`src/ebcs_pkg.sv`:
```
/*
  Shared constants for the external bus cycle sequencer: register offsets, field
  positions, reset values and the phase encoding.
  Assumes a 32-bit AHB-Lite register window with one aligned word per register.
*/
package ebcs_pkg;

  // register byte offsets
  localparam logic [7:0] EBCS_OFF_CTRL = 8'h00;
  localparam logic [7:0] EBCS_OFF_STAT = 8'h04;
  localparam logic [7:0] EBCS_OFF_ADDR = 8'h08;
  localparam logic [7:0] EBCS_OFF_WDATA = 8'h0C;
  localparam logic [7:0] EBCS_OFF_RDATA = 8'h10;
  // chip_select_phase_timing_regs, one word per chip select from here
  localparam logic [7:0] EBCS_OFF_TIM0 = 8'h20;

  // control word bit positions
  localparam int EBCS_CTRL_GO = 0;
  localparam int EBCS_CTRL_WRITE = 1;
  localparam int EBCS_CTRL_MUX = 2;
  localparam int EBCS_CTRL_RDY_EN = 3;
  localparam int EBCS_CTRL_RDY_POL = 4;
  localparam int EBCS_CTRL_RDY_ASYNC = 5;
  localparam int EBCS_CTRL_CLK_SEL = 6;
  localparam int EBCS_CTRL_HBE = 7;
  localparam int EBCS_CTRL_CS_LSB = 8;
  localparam int EBCS_CTRL_W = 10;
  localparam logic [EBCS_CTRL_W-1:0] EBCS_CTRL_RST = 10'h000;

  // status word bit positions
  localparam int EBCS_STAT_BUSY = 0;
  localparam int EBCS_STAT_DONE = 1;
  localparam int EBCS_STAT_RDY = 2;
  localparam int EBCS_STAT_PHASE_LSB = 8;

  // timing word fields
  localparam int EBCS_TIM_AB = 0;      // address_setup_phase_len - 1 (1..2)
  localparam int EBCS_TIM_ABX_LSB = 1; // extra setup on window change (0..3)
  localparam int EBCS_TIM_C_LSB = 3;   // command_delay_phase_len (0..3)
  localparam int EBCS_TIM_D = 5;       // write_setup_turnaround_phase_len (0..1)
  localparam int EBCS_TIM_E_LSB = 6;   // access_phase_len - 1 (1..32)
  localparam int EBCS_TIM_F_LSB = 11;  // hold_phase_len (0..3)
  localparam int EBCS_TIM_W = 13;
  // slowest setting of every phase, safe for any attached module
  localparam logic [EBCS_TIM_W-1:0] EBCS_TIM_RST = 13'h1FFF;

  localparam int EBCS_CNT_W = 5;

  typedef enum logic [5:0] {
    EBCS_IDLE = 6'h01,
    EBCS_AB = 6'h02,
    EBCS_C = 6'h04,
    EBCS_D = 6'h08,
    EBCS_E = 6'h10,
    EBCS_F = 6'h20
  } ebcs_phase_t;

endpackage : ebcs_pkg

```
`src/ebcs_sync.sv`:
```
/*
  Three-stage input synchroniser with agreement filter.
  Assumes the input is asynchronous to clk; the output moves only when
  the second and third stages agree.
*/
module ebcs_sync (
  input wire logic clk,
  input wire logic rst_n,
  input wire logic din,
  output logic dout
);

  logic s1_q;
  logic s2_q;
  logic s3_q;

  always_ff @(posedge clk or negedge rst_n) begin
    if (!rst_n) begin
      s1_q <= 1'b0;
      s2_q <= 1'b0;
      s3_q <= 1'b0;
    end else begin
      s1_q <= din;
      s2_q <= s1_q;
      s3_q <= s2_q;
    end
  end

  always_ff @(posedge clk or negedge rst_n) begin
    if (!rst_n) begin
      dout <= 1'b0;
    end else if (s2_q == s3_q) begin
      dout <= s3_q;
    end
  end

endmodule : ebcs_sync

```
`src/ebcs_rdcap.sv`:
```
/*
  Read data capture register.
  Assumes cap_en is a one-cycle pulse on the edge that ends the read strobe;
  the data bus is stable by protocol then, so it is sampled directly.
*/
module ebcs_rdcap #(
  parameter int W = 16
) (
  input wire logic clk,
  input wire logic rst_n,
  input wire logic cap_en,
  input wire logic [W-1:0] d,
  output logic [W-1:0] q
);

  always_ff @(posedge clk or negedge rst_n) begin
    if (!rst_n) begin
      q <= '0;
    end else if (cap_en) begin
      q <= d;
    end
  end

endmodule : ebcs_rdcap

```
`src/ebcs_top.sv`:
```
/*
  External bus cycle sequencer: AHB-Lite register slave plus the five-phase
  external bus cycle engine with READY handshake and read data capture.
  Assumes hclk is the system clock, the external data bus is sampled on hclk,
  and the READY pin is asynchronous to hclk.
*/
// Chosen here: the AHB-Lite register port and the register addresses.
// Summary of operation
// - each cycle runs address setup, command delay, data setup, access, hold
// - phase lengths come from a timing word per chip select
// - address setup 1..2 cycles, plus 0..3 when chip select changes
// - command delay 0..3 cycles, data setup or turnaround 0..1 cycle
// - access 1..32 cycles, optionally stretched by READY
// - hold phase 0..3 cycles
// - read data captured on the edge that ends the read strobe
// - early address change cannot disturb captured read data
// - system clock routed to the reference clock pin when enabled
// - READY inactive at sample adds a wait cycle, active ends the access
// - READY polarity selectable; asynchronous mode adds one sync stage
module ebcs_top #(
  parameter int ADDR_W = 24,
  parameter int DATA_W = 16,
  parameter int NUM_CS = 4
) (
  input wire logic hclk,
  input wire logic hresetn,
  input wire logic hsel,
  input wire logic [31:0] haddr,
  input wire logic [1:0] htrans,
  input wire logic hwrite,
  input wire logic [2:0] hsize,
  input wire logic [31:0] hwdata,
  input wire logic hready,
  output logic hreadyout,
  output logic hresp,
  output logic [31:0] hrdata,
  output logic [ADDR_W-1:0] ext_addr,
  output logic [DATA_W-1:0] ext_data_out,
  output logic ext_data_oe,
  input wire logic [DATA_W-1:0] ext_data_in,
  output logic ext_ale,
  output logic ext_rd_n,
  output logic ext_wr_n,
  output logic [NUM_CS-1:0] ext_cs_n,
  output logic high_byte_enable_n,
  input wire logic ext_ready,
  output logic bus_reference_clock,
  output ebcs_pkg::ebcs_phase_t phase
);
  import ebcs_pkg::*;

  localparam int CS_W = $clog2(NUM_CS);

  // ahb-lite slave, zero wait states
  logic wr_pend_q;
  logic [7:0] waddr_q;
  logic wr_en;

  assign hreadyout = 1'b1;
  assign hresp = 1'b0;

  always_ff @(posedge hclk or negedge hresetn) begin
    if (!hresetn) begin
      wr_pend_q <= 1'b0;
      waddr_q <= 8'h00;
    end else if (hready) begin
      wr_pend_q <= hsel && htrans[1] && hwrite;
      waddr_q <= haddr[7:0];
    end
  end

  assign wr_en = wr_pend_q;

  // software registers
  logic [EBCS_CTRL_W-1:0] ctrl_q;
  logic [ADDR_W-1:0] addr_reg_q;
  logic [DATA_W-1:0] wdata_reg_q;
  logic [EBCS_TIM_W-1:0] tim_q [NUM_CS];
  logic [DATA_W-1:0] rdata_w;
  logic done_q;
  logic go;
  logic [EBCS_CTRL_W-1:0] ctrl_live;
  ebcs_phase_t phase_q;
  ebcs_phase_t phase_d;

  // a go while a cycle runs is dropped; software polls busy first
  assign go = wr_en && (waddr_q == EBCS_OFF_CTRL) && hwdata[EBCS_CTRL_GO]
              && (phase_q == EBCS_IDLE);
  // the go write lands on the same edge, so the cycle takes its settings from that word
  assign ctrl_live = go ? hwdata[EBCS_CTRL_W-1:0] : ctrl_q;

  always_ff @(posedge hclk or negedge hresetn) begin
    if (!hresetn) begin
      ctrl_q <= EBCS_CTRL_RST;
    end else if (wr_en && waddr_q == EBCS_OFF_CTRL) begin
      ctrl_q <= {hwdata[EBCS_CTRL_W-1:1], 1'b0};
    end
  end

  always_ff @(posedge hclk or negedge hresetn) begin
    if (!hresetn) begin
      addr_reg_q <= '0;
      wdata_reg_q <= '0;
    end else if (wr_en) begin
      if (waddr_q == EBCS_OFF_ADDR) begin
        addr_reg_q <= hwdata[ADDR_W-1:0];
      end
      if (waddr_q == EBCS_OFF_WDATA) begin
        wdata_reg_q <= hwdata[DATA_W-1:0];
      end
    end
  end

  genvar gi;
  generate
    for (gi = 0; gi < NUM_CS; gi++) begin : g_tim
      always_ff @(posedge hclk or negedge hresetn) begin
        if (!hresetn) begin
          tim_q[gi] <= EBCS_TIM_RST;
        end else if (wr_en && waddr_q == EBCS_OFF_TIM0 + 8'(4 * gi)) begin
          tim_q[gi] <= hwdata[EBCS_TIM_W-1:0];
        end
      end
    end
  endgenerate

  // ready path: pin synchroniser, optional extra stage, polarity
  logic rdy_s;
  logic rdy_a_q;
  logic rdy_lvl;
  logic rdy_ok;

  ebcs_sync u_rdy_sync (
    .clk(hclk),
    .rst_n(hresetn),
    .din(ext_ready),
    .dout(rdy_s)
  );

  always_ff @(posedge hclk or negedge hresetn) begin
    if (!hresetn) begin
      rdy_a_q <= 1'b0;
    end else begin
      rdy_a_q <= rdy_s;
    end
  end

  assign rdy_lvl = ctrl_q[EBCS_CTRL_RDY_ASYNC] ? rdy_a_q : rdy_s;
  assign rdy_ok = (rdy_lvl == ctrl_q[EBCS_CTRL_RDY_POL]);

  // cycle parameters: live settings at start, latched copy while running
  logic [EBCS_TIM_W-1:0] cur_tim_q;
  logic [CS_W-1:0] cur_cs_q;
  logic [CS_W-1:0] prev_cs_q;
  logic first_q;
  logic cyc_wr_q;
  logic cyc_mux_q;
  logic cyc_rdy_q;
  logic cyc_hbe_q;
  logic [CS_W-1:0] live_cs;
  logic [EBCS_TIM_W-1:0] live_tim;
  logic win_chg;

  assign live_cs = ctrl_live[EBCS_CTRL_CS_LSB +: CS_W];
  assign live_tim = tim_q[live_cs];
  assign win_chg = first_q || (live_cs != prev_cs_q);

  always_ff @(posedge hclk or negedge hresetn) begin
    if (!hresetn) begin
      cur_tim_q <= EBCS_TIM_RST;
      cur_cs_q <= '0;
      prev_cs_q <= '0;
      first_q <= 1'b1;
      cyc_wr_q <= 1'b0;
      cyc_mux_q <= 1'b0;
      cyc_rdy_q <= 1'b0;
      cyc_hbe_q <= 1'b0;
    end else if (go) begin
      cur_tim_q <= live_tim;
      cur_cs_q <= live_cs;
      prev_cs_q <= live_cs;
      first_q <= 1'b0;
      cyc_wr_q <= ctrl_live[EBCS_CTRL_WRITE];
      cyc_mux_q <= ctrl_live[EBCS_CTRL_MUX];
      cyc_rdy_q <= ctrl_live[EBCS_CTRL_RDY_EN];
      cyc_hbe_q <= ctrl_live[EBCS_CTRL_HBE];
    end
  end

  // phase lengths of the running cycle, each as a count down to zero
  logic [EBCS_CNT_W-1:0] ab_cnt;
  logic [1:0] c_len;
  logic d_len;
  logic [EBCS_CNT_W-1:0] e_cnt;
  logic [1:0] f_len;
  logic [EBCS_CNT_W-1:0] cnt_q;
  logic [EBCS_CNT_W-1:0] cnt_d;
  logic acc_end;

  // an address window change stretches setup by the extra count, up to five cycles
  assign ab_cnt = EBCS_CNT_W'(live_tim[EBCS_TIM_AB])
                + (win_chg ? EBCS_CNT_W'(live_tim[EBCS_TIM_ABX_LSB +: 2]) : '0);
  assign c_len = cur_tim_q[EBCS_TIM_C_LSB +: 2];
  assign d_len = cur_tim_q[EBCS_TIM_D];
  assign e_cnt = cur_tim_q[EBCS_TIM_E_LSB +: 5];
  assign f_len = cur_tim_q[EBCS_TIM_F_LSB +: 2];

  // last access cycle with ready accepted (or not used)
  assign acc_end = (phase_q == EBCS_E) && (cnt_q == '0) && (!cyc_rdy_q || rdy_ok);

  always_comb begin
    phase_d = phase_q;
    cnt_d = cnt_q;
    case (phase_q)
      EBCS_IDLE: begin
        if (go) begin
          phase_d = EBCS_AB;
          cnt_d = ab_cnt;
        end
      end
      EBCS_AB: begin
        if (cnt_q != '0) begin
          cnt_d = cnt_q - 1'b1;
        end else if (c_len != 2'd0) begin
          phase_d = EBCS_C;
          cnt_d = EBCS_CNT_W'(c_len - 2'd1);
        end else if (d_len) begin
          phase_d = EBCS_D;
          cnt_d = '0;
        end else begin
          phase_d = EBCS_E;
          cnt_d = e_cnt;
        end
      end
      EBCS_C: begin
        if (cnt_q != '0) begin
          cnt_d = cnt_q - 1'b1;
        end else if (d_len) begin
          phase_d = EBCS_D;
          cnt_d = '0;
        end else begin
          phase_d = EBCS_E;
          cnt_d = e_cnt;
        end
      end
      EBCS_D: begin
        phase_d = EBCS_E;
        cnt_d = e_cnt;
      end
      EBCS_E: begin
        if (cnt_q != '0) begin
          cnt_d = cnt_q - 1'b1;
        end else if (!acc_end) begin
          cnt_d = '0; // ready sampled inactive: one more wait cycle
        end else if (f_len != 2'd0) begin
          phase_d = EBCS_F;
          cnt_d = EBCS_CNT_W'(f_len - 2'd1);
        end else begin
          phase_d = EBCS_IDLE;
        end
      end
      EBCS_F: begin
        if (cnt_q != '0) begin
          cnt_d = cnt_q - 1'b1;
        end else begin
          phase_d = EBCS_IDLE;
        end
      end
      default: begin
        phase_d = EBCS_IDLE;
        cnt_d = '0;
      end
    endcase
  end

  always_ff @(posedge hclk or negedge hresetn) begin
    if (!hresetn) begin
      phase_q <= EBCS_IDLE;
      cnt_q <= '0;
    end else begin
      phase_q <= phase_d;
      cnt_q <= cnt_d;
    end
  end

  assign phase = phase_q;

  // read capture on the edge that raises the read strobe; the address may move
  // earlier without effect because only this edge samples the bus
  ebcs_rdcap #(
    .W(DATA_W)
  ) u_rdcap (
    .clk(hclk),
    .rst_n(hresetn),
    .cap_en(acc_end && !cyc_wr_q),
    .d(ext_data_in),
    .q(rdata_w)
  );

  // done is set at cycle end; a new go can only come while idle, after the set
  always_ff @(posedge hclk or negedge hresetn) begin
    if (!hresetn) begin
      done_q <= 1'b0;
    end else if (phase_q != EBCS_IDLE && phase_d == EBCS_IDLE) begin
      done_q <= 1'b1;
    end else if (go) begin
      done_q <= 1'b0;
    end
  end

  // pin outputs, registered from the next phase so they line up with it
  logic act_d;
  logic strobe_d;
  logic [NUM_CS-1:0] cs_dec;

  assign act_d = (phase_d != EBCS_IDLE);
  assign strobe_d = (phase_d == EBCS_D) || (phase_d == EBCS_E);

  always_comb begin
    cs_dec = '1;
    cs_dec[go ? live_cs : cur_cs_q] = 1'b0;
  end

  always_ff @(posedge hclk or negedge hresetn) begin
    if (!hresetn) begin
      ext_ale <= 1'b0;
      ext_rd_n <= 1'b1;
      ext_wr_n <= 1'b1;
      ext_cs_n <= '1;
      high_byte_enable_n <= 1'b1;
    end else begin
      ext_ale <= (phase_d == EBCS_AB);
      ext_rd_n <= !(strobe_d && !(go ? ctrl_live[EBCS_CTRL_WRITE] : cyc_wr_q));
      ext_wr_n <= !(strobe_d && (go ? ctrl_live[EBCS_CTRL_WRITE] : cyc_wr_q));
      ext_cs_n <= act_d ? cs_dec : '1;
      high_byte_enable_n <= !(act_d && (go ? ctrl_live[EBCS_CTRL_HBE] : cyc_hbe_q));
    end
  end

  // address held through the hold phase; data lanes carry address in mux setup,
  // float in the turnaround phase, and carry write data afterwards
  logic mux_d;
  logic wr_d;

  assign mux_d = go ? ctrl_live[EBCS_CTRL_MUX] : cyc_mux_q;
  assign wr_d = go ? ctrl_live[EBCS_CTRL_WRITE] : cyc_wr_q;

  always_ff @(posedge hclk or negedge hresetn) begin
    if (!hresetn) begin
      ext_addr <= '0;
      ext_data_out <= '0;
      ext_data_oe <= 1'b0;
    end else begin
      if (go) begin
        ext_addr <= addr_reg_q;
      end
      if (mux_d && phase_d == EBCS_AB) begin
        ext_data_out <= addr_reg_q[DATA_W-1:0];
        ext_data_oe <= 1'b1;
      end else if (wr_d && act_d && (!mux_d || phase_d == EBCS_E || phase_d == EBCS_F)) begin
        ext_data_out <= wdata_reg_q;
        ext_data_oe <= 1'b1;
      end else begin
        ext_data_oe <= 1'b0;
      end
    end
  end

  // reference clock: the system clock itself gated by the select bit; the bit
  // is only changed by software, so a single short pulse at switch-over is accepted
  logic clk_sel_q;

  always_ff @(posedge hclk or negedge hresetn) begin
    if (!hresetn) begin
      clk_sel_q <= 1'b0;
    end else begin
      clk_sel_q <= ctrl_q[EBCS_CTRL_CLK_SEL];
    end
  end

  assign bus_reference_clock = hclk & clk_sel_q;

  // read data chosen in the address phase, presented in the data phase
  always_ff @(posedge hclk or negedge hresetn) begin
    if (!hresetn) begin
      hrdata <= 32'h0000_0000;
    end else if (hready && hsel && htrans[1] && !hwrite) begin
      hrdata <= 32'h0000_0000;
      case (haddr[7:0])
        EBCS_OFF_CTRL: hrdata[EBCS_CTRL_W-1:0] <= ctrl_q;
        EBCS_OFF_STAT: begin
          hrdata[EBCS_STAT_BUSY] <= (phase_q != EBCS_IDLE);
          hrdata[EBCS_STAT_DONE] <= done_q;
          hrdata[EBCS_STAT_RDY] <= rdy_ok;
          hrdata[EBCS_STAT_PHASE_LSB +: 6] <= phase_q;
        end
        EBCS_OFF_ADDR: hrdata[ADDR_W-1:0] <= addr_reg_q;
        EBCS_OFF_WDATA: hrdata[DATA_W-1:0] <= wdata_reg_q;
        EBCS_OFF_RDATA: hrdata[DATA_W-1:0] <= rdata_w;
        default: begin
          for (int i = 0; i < NUM_CS; i++) begin
            if (haddr[7:0] == EBCS_OFF_TIM0 + 8'(4 * i)) begin
              hrdata[EBCS_TIM_W-1:0] <= tim_q[i];
            end
          end
        end
      endcase
    end
  end

endmodule : ebcs_top

```
`config.mk`:
```
export PLATFORM = sky130hd
export DESIGN_NAME = ebcs_top
export DESIGN_NICKNAME = d
export VERILOG_FILES = /design/src/ebcs_pkg.sv /design/src/ebcs_sync.sv /design/src/ebcs_rdcap.sv /design/src/ebcs_top.sv
export SDC_FILE = /design/constraint.sdc
export NUM_CORES = 1
export LEC_CHECK = 0
export ABC_AREA = 0
export BUFFER_PORTS_ARGS = -buffer_cell sky130_fd_sc_hd__buf_2
export CAP_MARGIN = 20
export CORE_MARGIN = 10
export CORE_UTILIZATION = 34
export DETAILED_ROUTE_END_ITERATION = 10
export GPL_TIMING_DRIVEN = 0
export PLACE_DENSITY = 0.55
export SYNTH_ARGS = -nofsm -noshare
export SYNTH_HDL_FRONTEND = slang
export SYNTH_SLANG_ARGS = --single-unit
```
`constraint.sdc`:
```
create_clock -name hclk -period 4.2 [get_ports hclk]
set_clock_uncertainty 0.15 [all_clocks]
set_input_delay 0.21 -clock hclk [delete_from_list [all_inputs] [get_ports hclk]]
set_output_delay 0.21 -clock hclk [all_outputs]
set_load 0.05 [all_outputs]
```
# --- Word level (Yosys, flattened, before mapping) ---
# Cells that the tools add are included.
word_totals:
  reg_bits: 239
  output_inout_bits: 90
  elab_cells: 176
op_classes:
  n_addsub: 4
  order_cmp: 3
  n_eq_ne: 33
  n_mux: 50
  n_bitwise: 3
  reduce_logical: 47
ops:
  columns: ["cell", "count"]
  rows:
  - ["13-bit 2-to-1 mux", 6]
  - ["8-bit by 6-bit == test with 1-bit output, second input constant", 8]
  - ["5-bit 2-to-1 mux", 11]
  - ["6-bit 2-to-1 mux", 7]
  - ["6-bit case mux with 6 select lines", 1]
  - ["8-bit by 4-bit == test with 1-bit output, second input constant", 4]
  - ["16-bit 2-to-1 mux", 2]
  - ["3-bit case mux with 5 select lines", 2]
  - ["5-bit case mux with 6 select lines", 1]
  - ["13-bit binary-select mux with 2-bit select", 1]
  - ["5-bit case mux with 5 select lines", 1]
  - ["1-bit logical AND", 23]
  - ["8-bit zero test", 2]
  - ["6-bit by 1-bit == test with 1-bit output, second input constant", 2]
  - ["6-bit by 2-bit == test with 1-bit output, second input constant", 2]
  - ["6-bit by 4-bit == test with 1-bit output, second input constant", 2]
  - ["6-bit by 5-bit == test with 1-bit output, second input constant", 2]
  - ["6-bit == test, second input constant", 2]
  - ["6-bit by 1-bit != test with 1-bit output, second input constant", 2]
  - ["10-bit 2-to-1 mux", 1]
  - ["2-bit case mux with 5 select lines", 1]
  - ["1-bit 2-to-1 mux", 9]
  - ["8-bit by 3-bit == test with 1-bit output, second input constant", 1]
  - ["8-bit by 5-bit == test with 1-bit output, second input constant", 1]
  - ["other kinds (27)", 46]

# --- Logic depth before layout (Yosys ltp) ---
# Gate-level depths: netlist of the first run.
logic_depth:
  depth_word: 13
  ltp_mapped: 14
  mapped_depth_nobuf: 12

# --- By module ---
# A second synthesis of the first run with hierarchy kept.
hier_totals:
  hier_cells: 986
  hier_area_um2: 11224.5
by_module_without_submodules:
  columns: ["mod", "instances", "cells_each", "area_per_inst_um2"]
  rows:
  - ["ebcs_top", 1, 947, 10463.8]
  - ["ebcs_rdcap", 1, 34, 649.4]
  - ["ebcs_sync", 1, 5, 111.4]

==> run summary, run 1 <==
mapped cell area: 11100 sq um
hold depth: 2
Worst R2R Setup Slack: 0.22 ns
HP Class: primary input to flip-flop
CP Max Fanout: 10
Die Area: 40200 sq um
Hold Worst Slack: 0.0627 ns
Netlist cell types: 67
ys async rst share: 100%
Tcrit/Tclk final: 94.8%
Diodes inserted: 0
area share of the largest cell type after synthesis: 37.3%
crit path to: cnt_q[1]$_DFFE_PN0P_
CP Launch Type: flip-flop
CP arrival: 4.35 ns
Final Hold Viols: 0
Vias/cell: 5.12
number of port buffers: 134
clk_lat worst skew: 0.67 ns
Slew HR: 26.0%
DR WL/cell: 22.0 microns
Post-Route Utilization: 43.3%
Seq cells post-synth: 236
worst setup margin: 0.219 ns
number of global-route vias before repair: 8881
I/O pin count: 181
number of DRC markers in iteration 0: 712
initial antenna violation count: 0
total gr overflow: 0
largest net degree at the start of global routing: 106
DRC Markers: 0
worst r2r dst: cnt_q[1]$_DFFE_PN0P_
reg-to-reg startpoint: waddr_q[4]$_DFFE_PN0P_
Leak: 6.67 nW
Pins Over Slew Limit: 0
core area: 32400 sq um
most frequent cell after synthesis: dfrtp_1
detailed placement HPWL: 26400 microns
CP required: 4.57 ns
outcome: complete, no violations
post-route ant nets: 0
Place WS: -0.496 ns
Worst-path clk slew: 0.06 ns
global router's overall resource usage: 17.6%
DRT Wirelength: 36500 microns
Layout Cells excl Fill: 1664
DIE WIDTH: 201 microns
Die Span Y: 201 microns
Synth area leaders: dfrtp_1 37%, dfstp_2 17%, mux2_2 15%
Syn Area/Cell: 11.5 sq um
Ys Warns: 0
Initial DRT Pass Iterations: 5
Final GP Congestion: 0.918
FF-to-FF path depth: 14
final setup vio count: 0
Max-cap violations: 0
critical path endpoint category: flip-flop
Main synth FF type: dfrtp_1
post-synthesis cell count: 963
min cycle time layout: 3.98 ns
highest clock rate: 0.251 GHz
Worst Max-Slew Pin Slew: 1.11 ns
VDD IR-drop max: 0.266 mV
RSZ-0062 raised after global routing: no
row count: 66
WS Path Type: flip-flop to flip-flop
Power Dens Cells: 410 nW/um^2
Area Overhead vs Synth: 26.6%
fillers: 3175
dpl cells: 1551
effective utilization at floorplan: 34.2%
global-route wire length before repair: 55600 microns
Post-synth top cells: 165 x dfrtp_1, 145 x mux2_2, 141 x nand2_1
Post-synth EDFFs: 0
NumNets Final: 1296
crit path launch: waddr_q[4]$_DFFE_PN0P_
via count: 8514
proportion of layout cells with a drive suffix above 1: 36.6%
CTS tree: built
sequential share of the synthesized area: 54.1%
area leader, netlist: dfrtp_1
[cell type report]
class	count	area, sq um	share of cell area (%)
clock buffer	44	876	6.24
clock inverter	12	103	0.731
inverter	10	37.5	0.268
buffer	65	333	2.37
tap	442	553	3.94
timing repair buffer	195	1330	9.49
multi-input combinational	660	4800	34.2
sequential	236	5990	42.7
[metrics by stage]
| stage | setup TNS (ns) | cell area, sq um | power [mW] |
|---|---|---|---|
| 6_report | 0 | 14000 | 5.75 |
| 3_3_place_gp | -254.91 | 12300 | 3.19 |
| 5_1_grt | 0 | 14000 | 5.96 |
| 2_1_floorplan | 0 | 11100 | 2.94 |
| 4_1_cts | 0 | 14000 | 5.79 |
| 3_5_place_dp | -1.27 | 12400 | 3.21 |
[where the power goes]
part | switching, mW | internal, mW | total [mW]
sequential | 0.0880 | 2.41 | 2.50
clock | 1.02 | 1.50 | 2.52
combinational | 0.459 | 0.267 | 0.726
total | 1.57 | 4.18 | 5.75
[cell usage in the layout (no fill, tap or decap), types with 7 or more instances in the layout]
master	count
a22oi_1	15
dfrtp_1	165
nor3b_1	8
clkbuf_1	44
dfstp_2	71
mux2i_1	45
a21oi_1	43
a221o_1	7
buf_2	139
clkinv_2	8
mux2_2	145
nand2_1	141
buf_4	16
nor3_1	13
conb_1	10
inv_1	10
dlygate4sd3_1	53
a22o_1	15
buf_1	7
nand2b_1	7
o21ai_0	42
clkbuf_16	31
nor4_1	7
nor2_1	48
nor2b_1	9
nand3_1	8
[layer usage]
metal | part of all wire, % | track usage [%] | routed length, microns
met1 | 46 | 23.6 | 16600
met2 | 47 | 28.6 | 17100
met3 | 5.3 | 3.34 | 1930
met4 | 2.3 | 4.87 | 830
met5 | 0 | 0 | 0
[registers in the layout (all words and copies together) (netlist names), 2 cells and up]
name and count:
ext_addr 24, ctrl_q 9, wdata_reg_q 16, u_rdcap.q 16, cur_cs_q 2, cur_tim_q 10
prev_cs_q 2, ext_cs_n 4, cnt_q 5, waddr_q 8, addr_reg_q 24, phase 6
ext_data_out 16, hrdata 24, tim_q 52
[repair_timing]
| action | in CTS | in global routing |
|---|---|---|
| hold buffers | 54 | 0 |
| pin swaps | 1 | 1 |
| cloned | 0 | 0 |
| setup endpoints to repair | 3 | 3 |
| setup buffers | 4 | 0 |
| hold endpoints to repair | 289 | 0 |
| resized for setup | 4 | 5 |
[critical path, stage by stage, from the launching register on]
cell and delay, ns:
dfrtp_1 0.38, or4b_1 0.52, buf_2 0.18, nor4b_4 0.31, and3_4 0.28, buf_6 0.18, mux2i_4 0.26, buf_6 0.19
mux4_2 0.32, nor2b_1 0.15, ha_1 0.18, ha_1 0.27, a22oi_1 0.18, o2111a_1 0.21, o22ai_1 0.06
[cells by family (layout without fill, tap and decap cells)]
| logic type | after synthesis | in the layout | synth area share [%] |
|---|---|---|---|
| other | 2 | 10 | 0.0678 |
| AOI/OAI and AO/OA | 173 | 173 | 10.4 |
| adders and majority gates | 6 | 6 | 0.655 |
| muxes | 196 | 196 | 19.9 |
| xor gates and xnor gates | 4 | 4 | 0.316 |
| DFF | 236 | 236 | 54.1 |
| buffers and inverters | 75 | 326 | 3.23 |
| and+or+nand+nor | 271 | 271 | 11.4 |
[how the worst min path moves through the flow]
stage / to / start
6_report: u_rdy_sync.s1_q$_DFF_PN0_ / ext_ready
5_1_grt: u_rdy_sync.s1_q$_DFF_PN0_ / ext_ready
4_1_cts: u_rdy_sync.s1_q$_DFF_PN0_ / ext_ready
3_3_place_gp: u_rdy_sync.s1_q$_DFF_PN0_ / ext_ready
3_5_place_dp: ext_addr[15]$_DFFE_PN0N_ / hresetn
2_1_floorplan: addr_reg_q[0]$_DFFE_PN0P_ / hresetn
No activity file was read; power rests on OpenSTA's default activity.
==> run 2: changes to the inputs <==
Settings changed: CORE_ASPECT_RATIO from default to 0.5.
==> run summary, run 2 (synthesis results as in run 1) <==
DRC Markers: 0 (unchanged)
Hold Worst Slack: 0.0658 ns (+0.00303 ns)
Initial DRT Pass Iterations: 5 (unchanged)
DR WL/cell: 22.0 microns (+0.40%)
Tcrit/Tclk final: 95.7% (+0.87 points)
most common cell after layout, fill and taps aside: dfrtp_1
Critical Path Max Stage Delay: 0.56 ns (+0.04 ns)
global-route wire length before repair: 55200 microns (-0.65%)
DIE WIDTH: 275 microns (+37%)
effective utilization at floorplan: 34.8% (+0.52 points)
post-route ant nets: 0 (unchanged)
Internal Power: 4.21 mW (+0.68%)
WS Path Type: flip-flop to flip-flop
core area: 31900 sq um (-1.5%)
VDD IR-drop max: 0.252 mV (-5.1%)
Max-cap violations: 0 (unchanged)
initial antenna violation count: 1 (+1)
CP top delay family: simple AND/OR/NAND/NOR gates
CP required: 4.57 ns (about the same)
CP cell instances: or4b_1 -> buf_2 -> nor4b_4 -> buf_4 -> and3_4 -> mux2i_4 -> buf_4 -> mux4_2 -> nor2b_1 -> ha_1 -> ha_1 -> a22oi_1 -> o2111a_1 -> o22ai_1
CTS tree: built
Logic pwr share: 12.9% (+0.3 points)
worst path bufs/invs: 3 (unchanged)
HP Class: primary input to flip-flop
global router's overall resource usage: 17.7% (+0.085 points)
proportion of layout cells with a drive suffix above 1: 36.7% (+0.11 points)
number of DRC markers in iteration 0: 722 (+1.4%)
Top reg by flops: tim_q
via count: 8619 (+1.2%)
final setup vio count: 0 (unchanged)
Area Overhead vs Synth: 26.5% (about the same)
largest net degree at the start of global routing: 98 (-7.5%)
Power Total: 5.70 mW (-0.73%)
critical path endpoint category: flip-flop
Die Area: 40700 sq um (+1.1%)
detailed placement HPWL: 26700 microns (+1.1%)
commonest non-fill, non-tap cells in the layout: 165 x dfrtp_1, 145 x mux2_2, 141 x nand2_1, 141 x buf_2, 71 x dfstp_2
Die Span Y: 148 microns (-26%)
Worst-path clk slew: 0.07 ns (about the same)
Power Dens Cells: 407 nW/um^2 (-0.70%)
Final GP Congestion: 0.898 (-2.1%)
outcome: complete, no violations
clk_lat worst skew: 0.65 ns (-0.02 ns)
switch share: 26.2% (-1.0 points)
number of port buffers: 134 (unchanged)
I/O pin count: 181 (unchanged)
Vias/cell: 5.21 (+1.8%)
CP arrival: 4.39 ns (+0.04 ns)
Switch Pwr: 1.50 mW (-4.5%)
highest clock rate: 0.249 GHz (-0.91%)
Worst Max-Slew Pin Slew: 1.05 ns (-0.0562 ns)
Post-Route Utilization: 44.0% (+0.65 points)
min cycle time layout: 4.02 ns (+0.0365 ns)
total gr overflow: 0 (unchanged)
Leak: 6.67 nW (+0.13%)
Flop pwr share: 43.7% (+0.2 points)
CP Max Fanout: 5 (-5)
row count: 46 (-30%)
setup TNS: 0 ns (unchanged)
NumNets Final: 1299 (+0.23%)
Clk network pwr share: 43.4% (-0.5 points)
DRT Wirelength: 36500 microns (-0.21%)
RSZ-0062 raised after global routing: no
CP Launch Type: flip-flop
number of global-route vias before repair: 8954 (+0.82%)
Pins Over Slew Limit: 0 (unchanged)
Final Hold Viols: 0 (unchanged)
slowest cell on the critical path: or4b_1
Largest register FFs: 52 (unchanged)
Slew HR: 29.7% (+3.7 points)
[run 2: worst register-to-register path, cell delays in order, from the launching register on]
cell      delay (ns)
dfrtp_1         0.37
or4b_1          0.56
buf_2           0.19
nor4b_4         0.20
buf_4           0.17
and3_4          0.21
mux2i_4         0.30
buf_4           0.16
mux4_2          0.49
nor2b_1         0.15
ha_1            0.18
ha_1            0.27
a22oi_1         0.19
o2111a_1        0.22
o22ai_1         0.07
[run 2: final timing paths]
path	depth (start not counted)	from	endpoint	slack [ns]
setup reg to reg	14	waddr_q[4]$_DFFE_PN0P_	cnt_q[1]$_DFFE_PN0P_	0.18
hold / removal	2	ext_ready	u_rdy_sync.s1_q$_DFF_PN0_	0.07
hold reg to reg	0	u_rdy_sync.s1_q$_DFF_PN0_	u_rdy_sync.s2_q$_DFF_PN0_	0.20
min in group asynchronous	3	hresetn	tim_q[5]$_DFFE_PN1P_	0.50
max in group asynchronous	5	hresetn	tim_q[46]$_DFFE_PN1P_	2.50
setup / recovery	14	waddr_q[4]$_DFFE_PN0P_	cnt_q[1]$_DFFE_PN0P_	0.18
[run 2: area by class of cell]
type                            count  area [sq um]
Tap cell                          432           541
Buffer                             65           333
Fill cell                        3066         17900
Antenna cell                        1          2.50
Timing Repair Buffer              202          1380
Sequential cell                   236          5990
Inverter                           10          37.5
Multi-Input combinational cell    660          4800
Clock buffer                       39           783
Clock inverter                      9           149
[run 2: what timing repair did]
action | in CTS | in global routing
endpoints found under the setup margin | 3 | 2
pin swaps | 2 | 0
setup buffers | 6 | 4
resized for setup | 4 | 5
endpoints found under the hold margin | 215 | 0
hold buffers | 53 | 0
[run 2: metrics by stage]
| step | cells | worst slack [ns] | cell area [sq um] |
|---|---|---|---|
| after floorplan | 971 | 0.0250 | 11100 |
| after global placement | 1537 | -1.32 | 12300 |
| after detailed placement | 1543 | -0.576 | 12400 |
| after CTS | 1649 | 0.0458 | 14000 |
| after global routing | 1653 | 0.00209 | 14000 |
| final | 1654 | 0.182 | 14000 |
[run 2: power by group through the flow]
stage | clock network, mW | logic (mW) | registers, mW
floorplan | 0.00233 | 0.341 | 2.59
global placement | 0.00277 | 0.657 | 2.52
detailed placement | 0.00277 | 0.679 | 2.53
CTS | 2.52 | 0.730 | 2.49
global route | 2.63 | 0.795 | 2.51
finish | 2.47 | 0.735 | 2.49
[run 2: routing by layer]
| layer | GRT usage (%) | share of wire, % | routed length [microns] | vias up |
|---|---|---|---|---|
| li1 | - | - | - | 3922 |
| met1 | 22.9 | 43 | 15700 | 4365 |
| met2 | 29.1 | 47 | 17300 | 282 |
| met3 | 4.41 | 7.2 | 2640 | 50 |
| met4 | 4.87 | 2.3 | 850 | 0 |
| met5 | 0 | 0 | 0 | - |
